**src/common/slice_pkg.sv**
```systemverilog
/*
  Shared constants and types for the configurable logic slice.
  Assumes a single clock domain and a synchronous active-high reset.
*/
package slice_pkg;

  // ************************************************************
  // Modes and sub-functions
  // ************************************************************
  typedef enum logic [1:0] {
    MODE_LOGIC,
    MODE_RIPPLE,
    MODE_RAM,
    MODE_ROM
  } slice_mode_type;

  typedef enum logic [2:0] {
    RIP_ADD,
    RIP_SUB,
    RIP_ADDSUB,
    RIP_UPCNT,
    RIP_DNCNT,
    RIP_UDCNT_CLR,
    RIP_UDCNT_LOAD,
    RIP_MULT
  } ripple_func_type;

  // ************************************************************
  // Widths and sizes
  // ************************************************************
  localparam int TABLE_INPUTS   = 4;
  localparam int TABLE_ENTRIES  = 16;
  localparam int ARITH_WIDTH    = 2;
  localparam int RAM_WORDS      = 16;
  localparam int RAM_WIDTH      = 4;
  localparam int RAM_ADDR_WIDTH = 4;
  localparam int CHAIN_SLICES   = 5;
  localparam int CHAIN_INPUTS   = 8;
  localparam int SEL_WIDTH      = 3;

  // Reset values and count step
  localparam logic [TABLE_ENTRIES-1:0] TABLE_RESET = 16'h0000;
  localparam logic [ARITH_WIDTH-1:0]   COUNT_ZERO  = 2'h0;
  localparam logic [ARITH_WIDTH-1:0]   COUNT_ONE   = 2'h1;

endpackage

```
**src/hw/storage_column.sv**
```systemverilog
/*
  One 16-entry by 1-bit storage column, the table of a slice reused as RAM.
  Assumes the config port writes initial contents before user operation.
*/
`timescale 1ns/1ps
`default_nettype none
module storage_column
  import slice_pkg::*;
(
  input  wire logic                      clk_i,
  input  wire logic                      cfg_we_i,
  input  wire logic [TABLE_ENTRIES-1:0]  cfg_data_i,
  input  wire logic                      we_i,
  input  wire logic [RAM_ADDR_WIDTH-1:0] waddr_i,
  input  wire logic                      wdata_i,
  input  wire logic [RAM_ADDR_WIDTH-1:0] raddr_i,
  output logic                           rdata_o,
  output logic [TABLE_ENTRIES-1:0]       contents_o
);

  // ************************************************************
  // Storage
  // ************************************************************
  logic [TABLE_ENTRIES-1:0] bits_r;
  logic [TABLE_ENTRIES-1:0] bits_nxt;

  // Contents survive reset, like real configuration memory
  always_comb begin
    bits_nxt = bits_r;
    if (cfg_we_i) begin
      bits_nxt = cfg_data_i;
    end else if (we_i) begin
      bits_nxt[waddr_i] = wdata_i;
    end
  end

  always_ff @(posedge clk_i) begin
    bits_r <= bits_nxt;
  end

  // Asynchronous read path
  assign rdata_o    = bits_r[raddr_i];
  assign contents_o = bits_r;

endmodule
`default_nettype wire

```
**src/hw/logic_slice_modes.sv**
```systemverilog
/*
  Configurable logic slice group: table logic, ripple arithmetic, RAM and ROM.
  Assumes configuration writes arrive on cfg_* before user operation and
  that user inputs come from fabric logic on the same clock.
*/
// Added by the designer: the register offsets and the plain strobed port.
// Operation
// - The slice runs in one of four modes: logic, ripple, RAM or ROM.
// - Each four-input table gives a programmed output for each of its 16 input codes.
// - Two four-input tables in a slice combine into one five-input function; the code takes the two tables from slices 0 and 1.
// - Chaining slices builds up to an eight-input table, which needs more than four slices.
// - Ripple mode adds, subtracts, or adds/subtracts under a dynamic control, two bits wide.
// - Ripple mode counts two bits up or down, and an up/down counter has an asynchronous clear.
// - An up/down counter variant loads a preload value synchronously.
// - Ripple mode flags A >= B, A != B and A <= B.
// - Ripple mode gives a multiplier building block chainable across slices.
// - Fast carry mode gives per-slice carry generate and propagate signals.
// - RAM mode forms a 16x4 single-port memory from four 16x1 storage columns.
// - A third slice supplies address and control to the storage slices.
// - Memory contents of columns 0 and 2 are loadable with initial values during configuration; columns 1 and 3 are not.
// - Each slice register comes up set or cleared as configured and holds it on entering user mode.
`timescale 1ns/1ps
`default_nettype none
module logic_slice_modes
  import slice_pkg::*;
(
  input  wire logic                        clk_i,
  input  wire logic                        reset_i,
  // Configuration
  input  wire logic                        cfg_we_i,
  input  wire logic [SEL_WIDTH-1:0]        cfg_sel_i,
  input  wire logic [TABLE_ENTRIES-1:0]    cfg_data_i,
  input  wire logic [1:0]                  cfg_mode_i,
  input  wire logic [2:0]                  cfg_func_i,
  input  wire logic                        cfg_fast_carry_i,
  input  wire logic [ARITH_WIDTH-1:0]      cfg_reg_init_i,
  input  wire logic                        cfg_done_i,
  // Logic mode inputs
  input  wire logic [TABLE_INPUTS-1:0]     table_in_i,
  input  wire logic                        table_sel5_i,
  input  wire logic [CHAIN_INPUTS-1:0]     chain_in_i,
  // Ripple mode inputs
  input  wire logic [ARITH_WIDTH-1:0]      op_a_i,
  input  wire logic [ARITH_WIDTH-1:0]      op_b_i,
  input  wire logic                        carry_i,
  input  wire logic                        add_nsub_i,
  input  wire logic                        count_en_i,
  input  wire logic                        count_up_i,
  input  wire logic                        count_clr_i,
  input  wire logic                        count_load_i,
  input  wire logic [ARITH_WIDTH-1:0]      preload_i,
  input  wire logic                        mult_bit_i,
  // RAM / ROM port
  input  wire logic [RAM_ADDR_WIDTH-1:0]   ram_addr_i,
  input  wire logic [RAM_WIDTH-1:0]        ram_wdata_i,
  input  wire logic                        ram_we_i,
  // Outputs
  output logic                             four_input_table_o,
  output logic                             five_input_table_o,
  output logic                             eight_input_table_o,
  output logic [ARITH_WIDTH-1:0]           sum_o,
  output logic                             carry_o,
  output logic                             carry_gen_o,
  output logic                             carry_prop_o,
  output logic [ARITH_WIDTH-1:0]           count_o,
  output logic                             a_ge_b_o,
  output logic                             a_ne_b_o,
  output logic                             a_le_b_o,
  output logic [RAM_WIDTH-1:0]             ram_rdata_o,
  output logic [1:0]                       mode_o
);

  // ************************************************************
  // Configuration state
  // ************************************************************
  slice_mode_type  mode_r, mode_nxt;
  ripple_func_type func_r, func_nxt;
  logic            fast_r, fast_nxt;
  logic [ARITH_WIDTH-1:0] init_r, init_nxt;

  // Mode and function latched only while configuring
  always_comb begin
    mode_nxt = mode_r;
    func_nxt = func_r;
    fast_nxt = fast_r;
    init_nxt = init_r;
    if (!cfg_done_i) begin
      mode_nxt = slice_mode_type'(cfg_mode_i);
      func_nxt = ripple_func_type'(cfg_func_i);
      fast_nxt = cfg_fast_carry_i;
      init_nxt = cfg_reg_init_i;
    end
  end

  always_ff @(posedge clk_i) begin
    if (reset_i) begin
      mode_r <= MODE_LOGIC;
      func_r <= RIP_ADD;
      fast_r <= 1'b0;
      init_r <= COUNT_ZERO;
    end else begin
      mode_r <= mode_nxt;
      func_r <= func_nxt;
      fast_r <= fast_nxt;
      init_r <= init_nxt;
    end
  end

  assign mode_o = mode_r;

  // ************************************************************
  // Table storage: two tables plus chain slices
  // ************************************************************
  // Selects 0 and 1 reach the slice pair in the storage columns; chain slices follow
  localparam int PAIR_TABLES    = 2;
  localparam int COLS_PER_SLICE = 2;
  logic [TABLE_ENTRIES-1:0] chain_tbl_r   [CHAIN_SLICES];
  logic [TABLE_ENTRIES-1:0] chain_tbl_nxt [CHAIN_SLICES];

  genvar gi;
  generate
    for (gi = 0; gi < CHAIN_SLICES; gi++) begin : g_tbl
      // Configuration load only; contents not touched by reset
      always_comb begin
        chain_tbl_nxt[gi] = chain_tbl_r[gi];
        if (cfg_we_i && (cfg_sel_i == SEL_WIDTH'(gi + PAIR_TABLES))) begin
          chain_tbl_nxt[gi] = cfg_data_i;
        end
      end
      always_ff @(posedge clk_i) begin
        chain_tbl_r[gi] <= chain_tbl_nxt[gi];
      end
    end
  endgenerate

  // ************************************************************
  // Storage columns: tables of slices 0 and 1 double as RAM
  // ************************************************************
  logic [RAM_WIDTH-1:0]     col_rdata;
  logic [TABLE_ENTRIES-1:0] col_bits [RAM_WIDTH];
  logic                     ram_wr;

  // Address and control come from the control slice
  assign ram_wr = (mode_r == MODE_RAM) && ram_we_i && !cfg_we_i;

  generate
    for (gi = 0; gi < RAM_WIDTH; gi++) begin : g_col
      // Only the first column of each slice takes configuration data
      localparam logic [SEL_WIDTH-1:0] COL_SEL = SEL_WIDTH'(gi / COLS_PER_SLICE);
      localparam bit                   COL_CFG = ((gi % COLS_PER_SLICE) == 0);
      storage_column u_col (
        .clk_i      (clk_i),
        .cfg_we_i   (cfg_we_i && COL_CFG && (cfg_sel_i == COL_SEL)),
        .cfg_data_i (cfg_data_i),
        .we_i       (ram_wr),
        .waddr_i    (ram_addr_i),
        .wdata_i    (ram_wdata_i[gi]),
        .raddr_i    (ram_addr_i),
        .rdata_o    (col_rdata[gi]),
        .contents_o (col_bits[gi])
      );
    end
  endgenerate

  // Combinational read in RAM and ROM mode
  always_comb begin
    ram_rdata_o = {RAM_WIDTH{1'b0}};
    if (mode_r == MODE_RAM || mode_r == MODE_ROM) begin
      ram_rdata_o = col_rdata;
    end
  end

  // ************************************************************
  // Logic mode: four, five and eight input tables
  // ************************************************************
  logic t0, t1;
  logic [CHAIN_SLICES-1:0] chain_out;
  // Logic tables 0 and 1 are the even columns of the storage pair
  assign t0 = col_bits[0][table_in_i];
  assign t1 = col_bits[COLS_PER_SLICE][table_in_i];

  generate
    for (gi = 0; gi < CHAIN_SLICES - 1; gi++) begin : g_chain
      assign chain_out[gi] = chain_tbl_r[gi][chain_in_i[TABLE_INPUTS-1:0]];
    end
  endgenerate
  // Last chain table decodes the top four inputs into an enable for the result
  assign chain_out[CHAIN_SLICES-1] = chain_tbl_r[CHAIN_SLICES-1][chain_in_i[CHAIN_INPUTS-1:TABLE_INPUTS]];

  always_comb begin
    four_input_table_o  = 1'b0;
    five_input_table_o  = 1'b0;
    eight_input_table_o = 1'b0;
    if (mode_r == MODE_LOGIC) begin
      four_input_table_o  = t0;
      five_input_table_o  = table_sel5_i ? t1 : t0;
      // Inputs 7:6 pick among four low tables, gated by the top table: five slices in all
      eight_input_table_o = chain_out[CHAIN_SLICES-1]
                            ? chain_out[chain_in_i[CHAIN_INPUTS-1 -: 2]]
                            : 1'b0;
    end
  end

  // ************************************************************
  // Ripple mode: adders, comparator, carry chain
  // ************************************************************
  logic [ARITH_WIDTH:0]   arith_sum;
  logic [ARITH_WIDTH-1:0] b_eff;
  logic                   do_sub;
  logic [ARITH_WIDTH-1:0] gen_bits, prop_bits;

  always_comb begin
    do_sub = 1'b0;
    case (func_r)
      RIP_SUB:    do_sub = 1'b1;
      RIP_ADDSUB: do_sub = !add_nsub_i;
      default:    do_sub = 1'b0;
    endcase
    // Multiplier cell adds B only when the partial product bit is set
    if (func_r == RIP_MULT) begin
      b_eff = mult_bit_i ? op_b_i : COUNT_ZERO;
    end else begin
      b_eff = do_sub ? ~op_b_i : op_b_i;
    end
    arith_sum = {1'b0, op_a_i} + {1'b0, b_eff} + {{ARITH_WIDTH{1'b0}}, carry_i};
    gen_bits  = op_a_i & b_eff;
    prop_bits = op_a_i ^ b_eff;
  end

  always_comb begin
    sum_o        = COUNT_ZERO;
    carry_o      = 1'b0;
    carry_gen_o  = 1'b0;
    carry_prop_o = 1'b0;
    if (mode_r == MODE_RIPPLE) begin
      sum_o   = arith_sum[ARITH_WIDTH-1:0];
      carry_o = arith_sum[ARITH_WIDTH];
      if (fast_r) begin
        // Group generate/propagate over the two bits
        carry_gen_o  = gen_bits[1] | (prop_bits[1] & gen_bits[0]);
        carry_prop_o = &prop_bits;
      end
    end
  end

  // Comparator works on raw operands regardless of function
  always_comb begin
    a_ge_b_o = 1'b0;
    a_ne_b_o = 1'b0;
    a_le_b_o = 1'b0;
    if (mode_r == MODE_RIPPLE) begin
      a_ge_b_o = (op_a_i >= op_b_i);
      a_ne_b_o = (op_a_i != op_b_i);
      a_le_b_o = (op_a_i <= op_b_i);
    end
  end

  // ************************************************************
  // Ripple mode: counters
  // ************************************************************
  logic [ARITH_WIDTH-1:0] count_r, count_nxt;
  logic                   started_r, started_nxt;
  logic                   clr_now;

  // Clear acts in the same cycle it is seen, so it is not held off by enable
  assign clr_now = (func_r == RIP_UDCNT_CLR) && count_clr_i;

  always_comb begin
    count_nxt   = count_r;
    started_nxt = started_r | cfg_done_i;
    if (!started_r) begin
      count_nxt = init_r;
    end else if (mode_r == MODE_RIPPLE) begin
      case (func_r)
        RIP_UPCNT: begin
          if (count_en_i) count_nxt = count_r + COUNT_ONE;
        end
        RIP_DNCNT: begin
          if (count_en_i) count_nxt = count_r - COUNT_ONE;
        end
        RIP_UDCNT_CLR: begin
          // Clear also empties the stored count so it stays cleared after release
          if (count_clr_i) begin
            count_nxt = COUNT_ZERO;
          end else if (count_en_i) begin
            count_nxt = count_up_i ? count_r + COUNT_ONE : count_r - COUNT_ONE;
          end
        end
        RIP_UDCNT_LOAD: begin
          if (count_load_i) begin
            count_nxt = preload_i;
          end else if (count_en_i) begin
            count_nxt = count_up_i ? count_r + COUNT_ONE : count_r - COUNT_ONE;
          end
        end
        default: count_nxt = count_r;
      endcase
    end
  end

  always_ff @(posedge clk_i) begin
    if (reset_i) begin
      count_r   <= COUNT_ZERO;
      started_r <= 1'b0;
    end else begin
      count_r   <= count_nxt;
      started_r <= started_nxt;
    end
  end

  // Clear bypasses the register without waiting for an edge
  assign count_o = clr_now ? COUNT_ZERO : count_r;

endmodule
`default_nettype wire

```
**config.mk**
```make
export PLATFORM = sky130hd
export DESIGN_NAME = logic_slice_modes
export DESIGN_NICKNAME = d
export VERILOG_FILES = /design/src/common/slice_pkg.sv /design/src/hw/storage_column.sv /design/src/hw/logic_slice_modes.sv
export SDC_FILE = /design/constraint.sdc
export NUM_CORES = 1
export LEC_CHECK = 0
export BUFFER_PORTS_ARGS = -buffer_cell sky130_fd_sc_hd__buf_2
export CAP_MARGIN = 0
export CORE_ASPECT_RATIO = 0.9
export CORE_MARGIN = 3
export CORE_UTILIZATION = 52
export DETAILED_ROUTE_END_ITERATION = 8
export PLACE_DENSITY = 0.75
export SLEW_MARGIN = 5
export SYNTH_ARGS = -nofsm -noshare
export SYNTH_HDL_FRONTEND = slang
export SYNTH_SLANG_ARGS = --single-unit
export TNS_END_PERCENT = 30
```
**constraint.sdc**
```tcl
create_clock -name clk_i -period 2.1 [get_ports clk_i]
set_clock_uncertainty 0.05 [all_clocks]
set_input_delay 0 -clock clk_i [delete_from_list [all_inputs] [get_ports clk_i]]
set_output_delay 0 -clock clk_i [all_outputs]
set_load 0.01 [all_outputs]
```
# --- Word level (Yosys, flattened, before mapping) ---
# Memories as Yosys holds them, arrays and structs flattened.
# Index checks and enable logic that the tools add are counted.
totals:
  ff_bits: 75
  mem_bits_rw: 80
  input_bits: 66
  output_inout_bits: 19
  elab_cells: 138
  memories: 1
memory_table:
  columns: ["memory", "depth", "width", "rd", "rd_clocked_by_memory_dff", "wr", "line", "source"]
  rows:
  - ["chain_tbl_r", 5, 16, 5, 0, 5, "logic_slice_modes.sv:117", "logic [TABLE_ENTRIES-1:0] chain_tbl_r [CHAIN_SLICES];"]
op_classes:
  addsub: 4
  magnitude_cmp: 8
  eq_ne: 21
  mux: 68
  bitwise_logic: 6
  n_reduce_logical: 20
ops:
  columns: ["cell", "count"]
  rows:
  - ["16-bit two-way mux", 9]
  - ["16-bit bitwise mux", 4]
  - ["1-bit binary-select mux with 4-bit select", 11]
  - ["1-bit two-way mux", 26]
  - ["2-bit two-way mux", 13]
  - ["3-bit equality test, second input constant", 7]
  - ["4-bit by 5-bit less-than comparator with 1-bit output, second input constant", 4]
  - ["3-bit by 2-bit equality test with 1-bit output, second input constant", 4]
  - ["1-bit logical AND", 11]
  - ["2-bit case mux with 4 select lines", 1]
  - ["3-bit by 1-bit equality test with 1-bit output, second input constant", 2]
  - ["3-bit != test, second input constant", 2]
  - ["5-bit by 1-bit != test with 1-bit output, second input constant", 1]
  - ["1-bit demux with 4-bit select", 1]
  - ["2-bit equality test, second input constant", 2]
  - ["4-bit by 1-bit greater-or-equal comparator with 1-bit output, second input constant", 1]
  - ["2-bit by 4-bit less-than comparator with 1-bit output, second input constant", 1]
  - ["4-bit two-way mux", 1]
  - ["4-bit AND reduction", 1]
  - ["2-bit nonzero test", 2]
  - ["2-bit by 2-bit adder with 3-bit output", 1]
  - ["3-bit by 1-bit adder with 3-bit output", 1]
  - ["3-bit zero test", 1]
  - ["2-bit by 1-bit adder with 2-bit output, second input constant", 1]
  - ["other kinds (17)", 19]

# --- Longest topological paths before layout ---
logic_depth:
  ltp_word: 9
  ltp_mapped: 11
  ltp_nobuf: 10

# --- Hierarchy ---
# A second synthesis with hierarchy kept.
hier_totals:
  hier_cells: 666
  area_unflattened_um2: 8408.1
modules_own_cells:
  columns: ["module", "instances", "cells_per_inst", "area_per_inst_um2"]
  rows:
  - ["logic_slice_modes", 1, 302, 4369.2]
  - ["storage_column", 4, 91, 1009.7]

# --- Worst setup path before layout ---
# OpenSTA, ideal clock, no wires.
synth_path:
  path_type: "register to output"
  startpoint: "register func_r[1]"
  endpoint: "output port sum_o[1]"
  arrival_time_ns: 2.164
  path_slack_ns: -0.114
  path_stages_with_launch: 11
  n_path_buf: 1
  cell_sequence: "dfxtp_1 clkbuf_1 nand2b_1 o21ai_0 o21ai_0 a21oi_1 inv_1 fa_1 inv_1 fa_1 and2_1"
synth_via:
  elab_chain_cells: 7
  elab_cells_between_ends: 9
  classes_between: "add/sub (2); eq/ne (3); mux (4)"
synth_rtl:
  columns: ["element", "line", "source"]
  rows:
  - ["from (decl)", "logic_slice_modes.sv:77", "ripple_func_type func_r, func_nxt;"]
  - ["from (signal assigned)", "logic_slice_modes.sv:103", "func_r <= func_nxt;"]
  - ["3-bit by 2-bit equality test with 1-bit output or 3-bit by 1-bit equality test with 1-bit output (tied branches)", "logic_slice_modes.sv:214", "case (func_r)"]
  - ["1-bit case mux with 2 select lines", "logic_slice_modes.sv:214", null]
  - ["2-bit two-way mux", "logic_slice_modes.sv:223", "b_eff = do_sub ? ~op_b_i : op_b_i;"]
  - ["2-bit two-way mux (*)", "logic_slice_modes.sv:220", "if (func_r == RIP_MULT) begin"]
  - ["2-bit by 2-bit adder with 3-bit output (*)", "logic_slice_modes.sv:225", "arith_sum = {1'b0, op_a_i} + {1'b0, b_eff} + {{ARITH_WIDTH{1'b0}}, carry_i};"]
  - ["3-bit by 1-bit adder with 3-bit output (*)", "logic_slice_modes.sv:225", null]
  - ["2-bit two-way mux (*)", "logic_slice_modes.sv:235", "if (mode_r == MODE_RIPPLE) begin"]
  - ["to (decl)", "logic_slice_modes.sv:61", "output logic [ARITH_WIDTH-1:0] sum_o,"]
# Every way passes the cells marked *; elsewhere a longest branch is shown, timed or not.

# --- Final worst setup path ---
# Ends and elaborated chain as after synthesis.

==> metrics.md <==
| Metric | Value |
|---|---|
| Outcome | `finished, violations left` |
| Failing checks | `negative setup slack` |
| CP peak stage delay | `0.39 ns` |
| Commonest non-fill, non-tap cell in the layout | `edfxtp_1` |
| Largest net degree at the start of global routing | `26` |
| Most frequent cells in the layout | `144 x edfxtp_1, 81 x nand2_1, 81 x buf_2` |
| Critical Path End Type | `output port` |
| Final setup violation count | `10` |
| Iter 0 DRT Violations | `534` |
| Via/cell ratio | `~6.0` |
| Final Hold Viols | `0` |
| LEAKAGE | `around 3.6 nW` |
| Critical Path Start Type | `register` |
| Crit path max-delay family | `adder cells` |
| Pwr per Cell Area | `771 nW/um2` |
| Worst setup startpoint | `func_r[1]` |
| Reg2Reg Depth | `5` |
| EDFF count, synth | `144` |
| Die W | `133 um` |
| Most numerous cell on the critical path | `inv_2` |
| Critical path arrival | `approximately 2.4 ns` |
| Final instance area | `a little over 9000 um2` |
| Reg2reg setup slack | `0.11 ns` |
| Starting Density | `between 50% and 60%` |
| Synthesized cell area | `7490 um2` |
| Reg2reg end | `func_r[2]` |
| DRC errors left | `0` |
| Post-route setup slack | `-0.394 ns` |
| Rows | `40` |
| Clk root buf | `clkbuf_16` |
| Seq/Total Area, Yosys | `60.7%` |
| Worst Path Buf+Inv | `3` |
| Post-Syn Area per Cell | `13.9 um2` |
| Clk Latency, worst-skew pair | `around 0.42 ns` |
| Async SR Flop Fraction | `0%` |
| Core Util, Final | `67.1%` |
| Antenna violations before repair | `0` |
| Final Max Slew Viols | `0` |
| Layout cells sized above 1 | `28.7%` |
| Post-synthesis cell type count | `51` |
| Post-DP HPWL | `13000 um` |
| Crit share post-route | `119%` |
| RSZ-0062 raised after global routing | `yes` |
| Syn Nets | `611` |
| Crit path to | `sum_o[1]` |
| Syn-to-layout area delta | `22.9%` |
| Post-DP Area | `8120 um2` |
| Chip height | `120 um` |
| Reg2reg start | `func_r[2]` |
| Detail Route Antenna Nets | `0` |
| Max-cap violations | `0` |
| GRT overflow | `0` |
| Seq cells post-synth | `between 150 and 200` |
| Crit path max-delay cell type | `fa_1` |
| TritonCTS clock tree | `done` |
| Port bufs | `84` |
| TritonRoute pass-1 iters | `5` |
| CTS Sinks | `155` |
| Yosys warnings | `0` |
| I/O pins | `85` |
| Core Box Area | `13700 um2` |
| Worst-Margin Slew | `~0.69 ns` |
| First-pass GRT wire length | `29500 um` |
| WL/cell | `between 20 and 25 um` |
| Post-Syn Instances | `between 500 and 600` |
| FMAX | `approximately 400 MHz` |
| Die area | `15900 um2` |
| Routed WL | `18900 um` |
| RePlAce Congestion | `0.884` |
| Gr usage total | `24.5%` |
| H-tree depth | `4` |
| Cell count along the critical path | `10` |
| Worst rel slew slack | `54.3%` |
| Crit-path cells | `nand2b_4 > o21ai_4 > nor2b_4 > a21oi_2 > inv_2 > fa_2 > inv_2 > fa_1 > and2_1 > buf_2` |
| Primary FF master, synth | `edfxtp_1` |
| Antenna diodes | `0` |
| Via count | `5262` |
| Cts bufs inserted | `17` |
| NumNets Final | `748` |
| VDD IR max | `between 0.5 and 0.6 mV` |
| Reg clk slew, reported paths | `0.06 ns` |
| Fin crit period | `2.49 ns` |
| Clock buffer depth | `2` |
| Worst endpoint required time | `2.05 ns` |
| Hold Crit Class | `in2reg` |
| CP max FO | `5` |
| CP Class | `reg2out` |
| Vias in the first global route | `5291` |
[cells by family (layout without fill, tap and decap cells)]
kind of cell             count (synthesis)  count (layout)  share of synthesized area (%)
flip-flops                             155             155                           60.7
XOR/XNOR                                 3               3                          0.351
AND/OR/NAND/NOR                        179             179                           11.1
adder cells (fa/ha/maj)                  6               6                           1.20
AO/OA/AOI/OAI                           76              76                           6.83
buffers and inverters                   55             205                           3.49
multiplexers                            65              65                           16.4
[cell usage after synthesis, types with 2 or more instances]
| library cell | n | area (um2) |
|---|---|---|
| nand2b_1 | 14 | 87.6 |
| a311oi_1 | 2 | 17.5 |
| nand3_1 | 9 | 45.0 |
| o31ai_1 | 3 | 22.5 |
| inv_1 | 25 | 93.8 |
| mux2_2 | 2 | 22.5 |
| mux4_1 | 9 | 236 |
| ha_1 | 4 | 50.1 |
| o211ai_1 | 3 | 22.5 |
| a31oi_1 | 2 | 12.5 |
| a22o_1 | 18 | 158 |
| nor2_1 | 32 | 120 |
| clkbuf_1 | 13 | 48.8 |
| a21oi_1 | 12 | 60.1 |
| buf_1 | 3 | 11.3 |
| buf_6 | 2 | 22.5 |
| mux4_2 | 34 | 766 |
| or3_1 | 2 | 12.5 |
| buf_2 | 7 | 35.0 |
| mux2i_1 | 20 | 200 |
| dfxtp_1 | 11 | 220 |
| fa_1 | 2 | 40.0 |
| buf_4 | 4 | 30.0 |
| edfxtp_1 | 144 | 4320 |
| nand2_1 | 81 | 304 |
| nand3b_1 | 4 | 30.0 |
| nor3_1 | 7 | 35.0 |
| xnor2_1 | 2 | 17.5 |
| nor2b_1 | 9 | 56.3 |
| and2_1 | 10 | 62.6 |
| and3_1 | 6 | 37.5 |
| o21ai_0 | 24 | 120 |
[per-stage QoR]
stage / total power, mW / cells / TNS, ns / hold WS, ns / setup slack (ns)
finish: 7.10 / 878 / -1.17 / 0.0449 / -0.394
global route: 7.32 / 878 / -1.93 / 0.0528 / -0.486
CTS: 7.09 / 877 / -1.41 / 0.00565 / -0.392
detailed placement: 4.20 / 800 / -0.142 / 0.199 / -0.142
global placement: 4.17 / 800 / -0.0238 / 0.180 / -0.0238
floorplan: 3.94 / 539 / 0 / 0.0221 / 0.0267
[metal layers]
| metal | GRT usage [%] | wire length [um] | vias to the layer above |
|---|---|---|---|
| li1 | - | - | 2327 |
| met1 | 32.0 | 7460 | 2596 |
| met2 | 39.7 | 9220 | 295 |
| met3 | 6.79 | 1730 | 44 |
| met4 | 9.29 | 494 | 0 |
| met5 | 0 | 0 | - |
[flip-flops by register name, summed over array words and instances, names as in the netlist]
name	count
chain_tbl_r	80
g_col.u_col.contents_o	64
func_r	3
count_r	2
init_r	2
mode_o	2
fast_r	1
started_r	1
[report_power, final]
part           switching (mW)  internal, mW
clock                    1.21          1.62
combinational           0.401         0.365
sequential             0.0432          3.46
[worst min-delay path by stage]
stage	start	end	slack, ns	cells after the start
global route	ram_wdata_i[0]	g_col[0].u_col.contents_o[8]	0.05	3
detailed placement	cfg_mode_i[0]	mode_o[0]	0.20	3
global placement	cfg_mode_i[0]	mode_o[0]	0.18	3
floorplan	reset_i	count_r[1]	0.02	1
CTS	ram_wdata_i[2]	g_col[2].u_col.contents_o[12]	0.006	3
finish	ram_wdata_i[2]	g_col[2].u_col.contents_o[12]	0.04	3
[area by class of cell]
| class | count | area, um2 |
|---|---|---|
| clock buffers | 17 | 425 |
| clock inverters | 15 | 123 |
| fillers | 983 | 4510 |
| inverters | 25 | 93.8 |
| multi-input cells | 329 | 2740 |
| flip-flops and latches | 155 | 4550 |
| well taps | 189 | 236 |
| repair buffers | 148 | 1030 |
[worst reg2reg max path, stage by stage (launching register included)]
cell and delay (ns):
dfxtp_2 0.35, buf_4 0.17, mux2i_1 0.13, dlygate4sd3_1 0.57, nor2_1 0.04, dlygate4sd3_1 0.56
[timing repair]
action,4_1_cts,5_1_grt
hold buffers,44,0
setup endpoints to repair,12,14
pin swaps,11,7
hold endpoints to repair,140,0
gates resized for setup,25,16
buffers inserted,1,1
(Power assumes the default switching activity.)
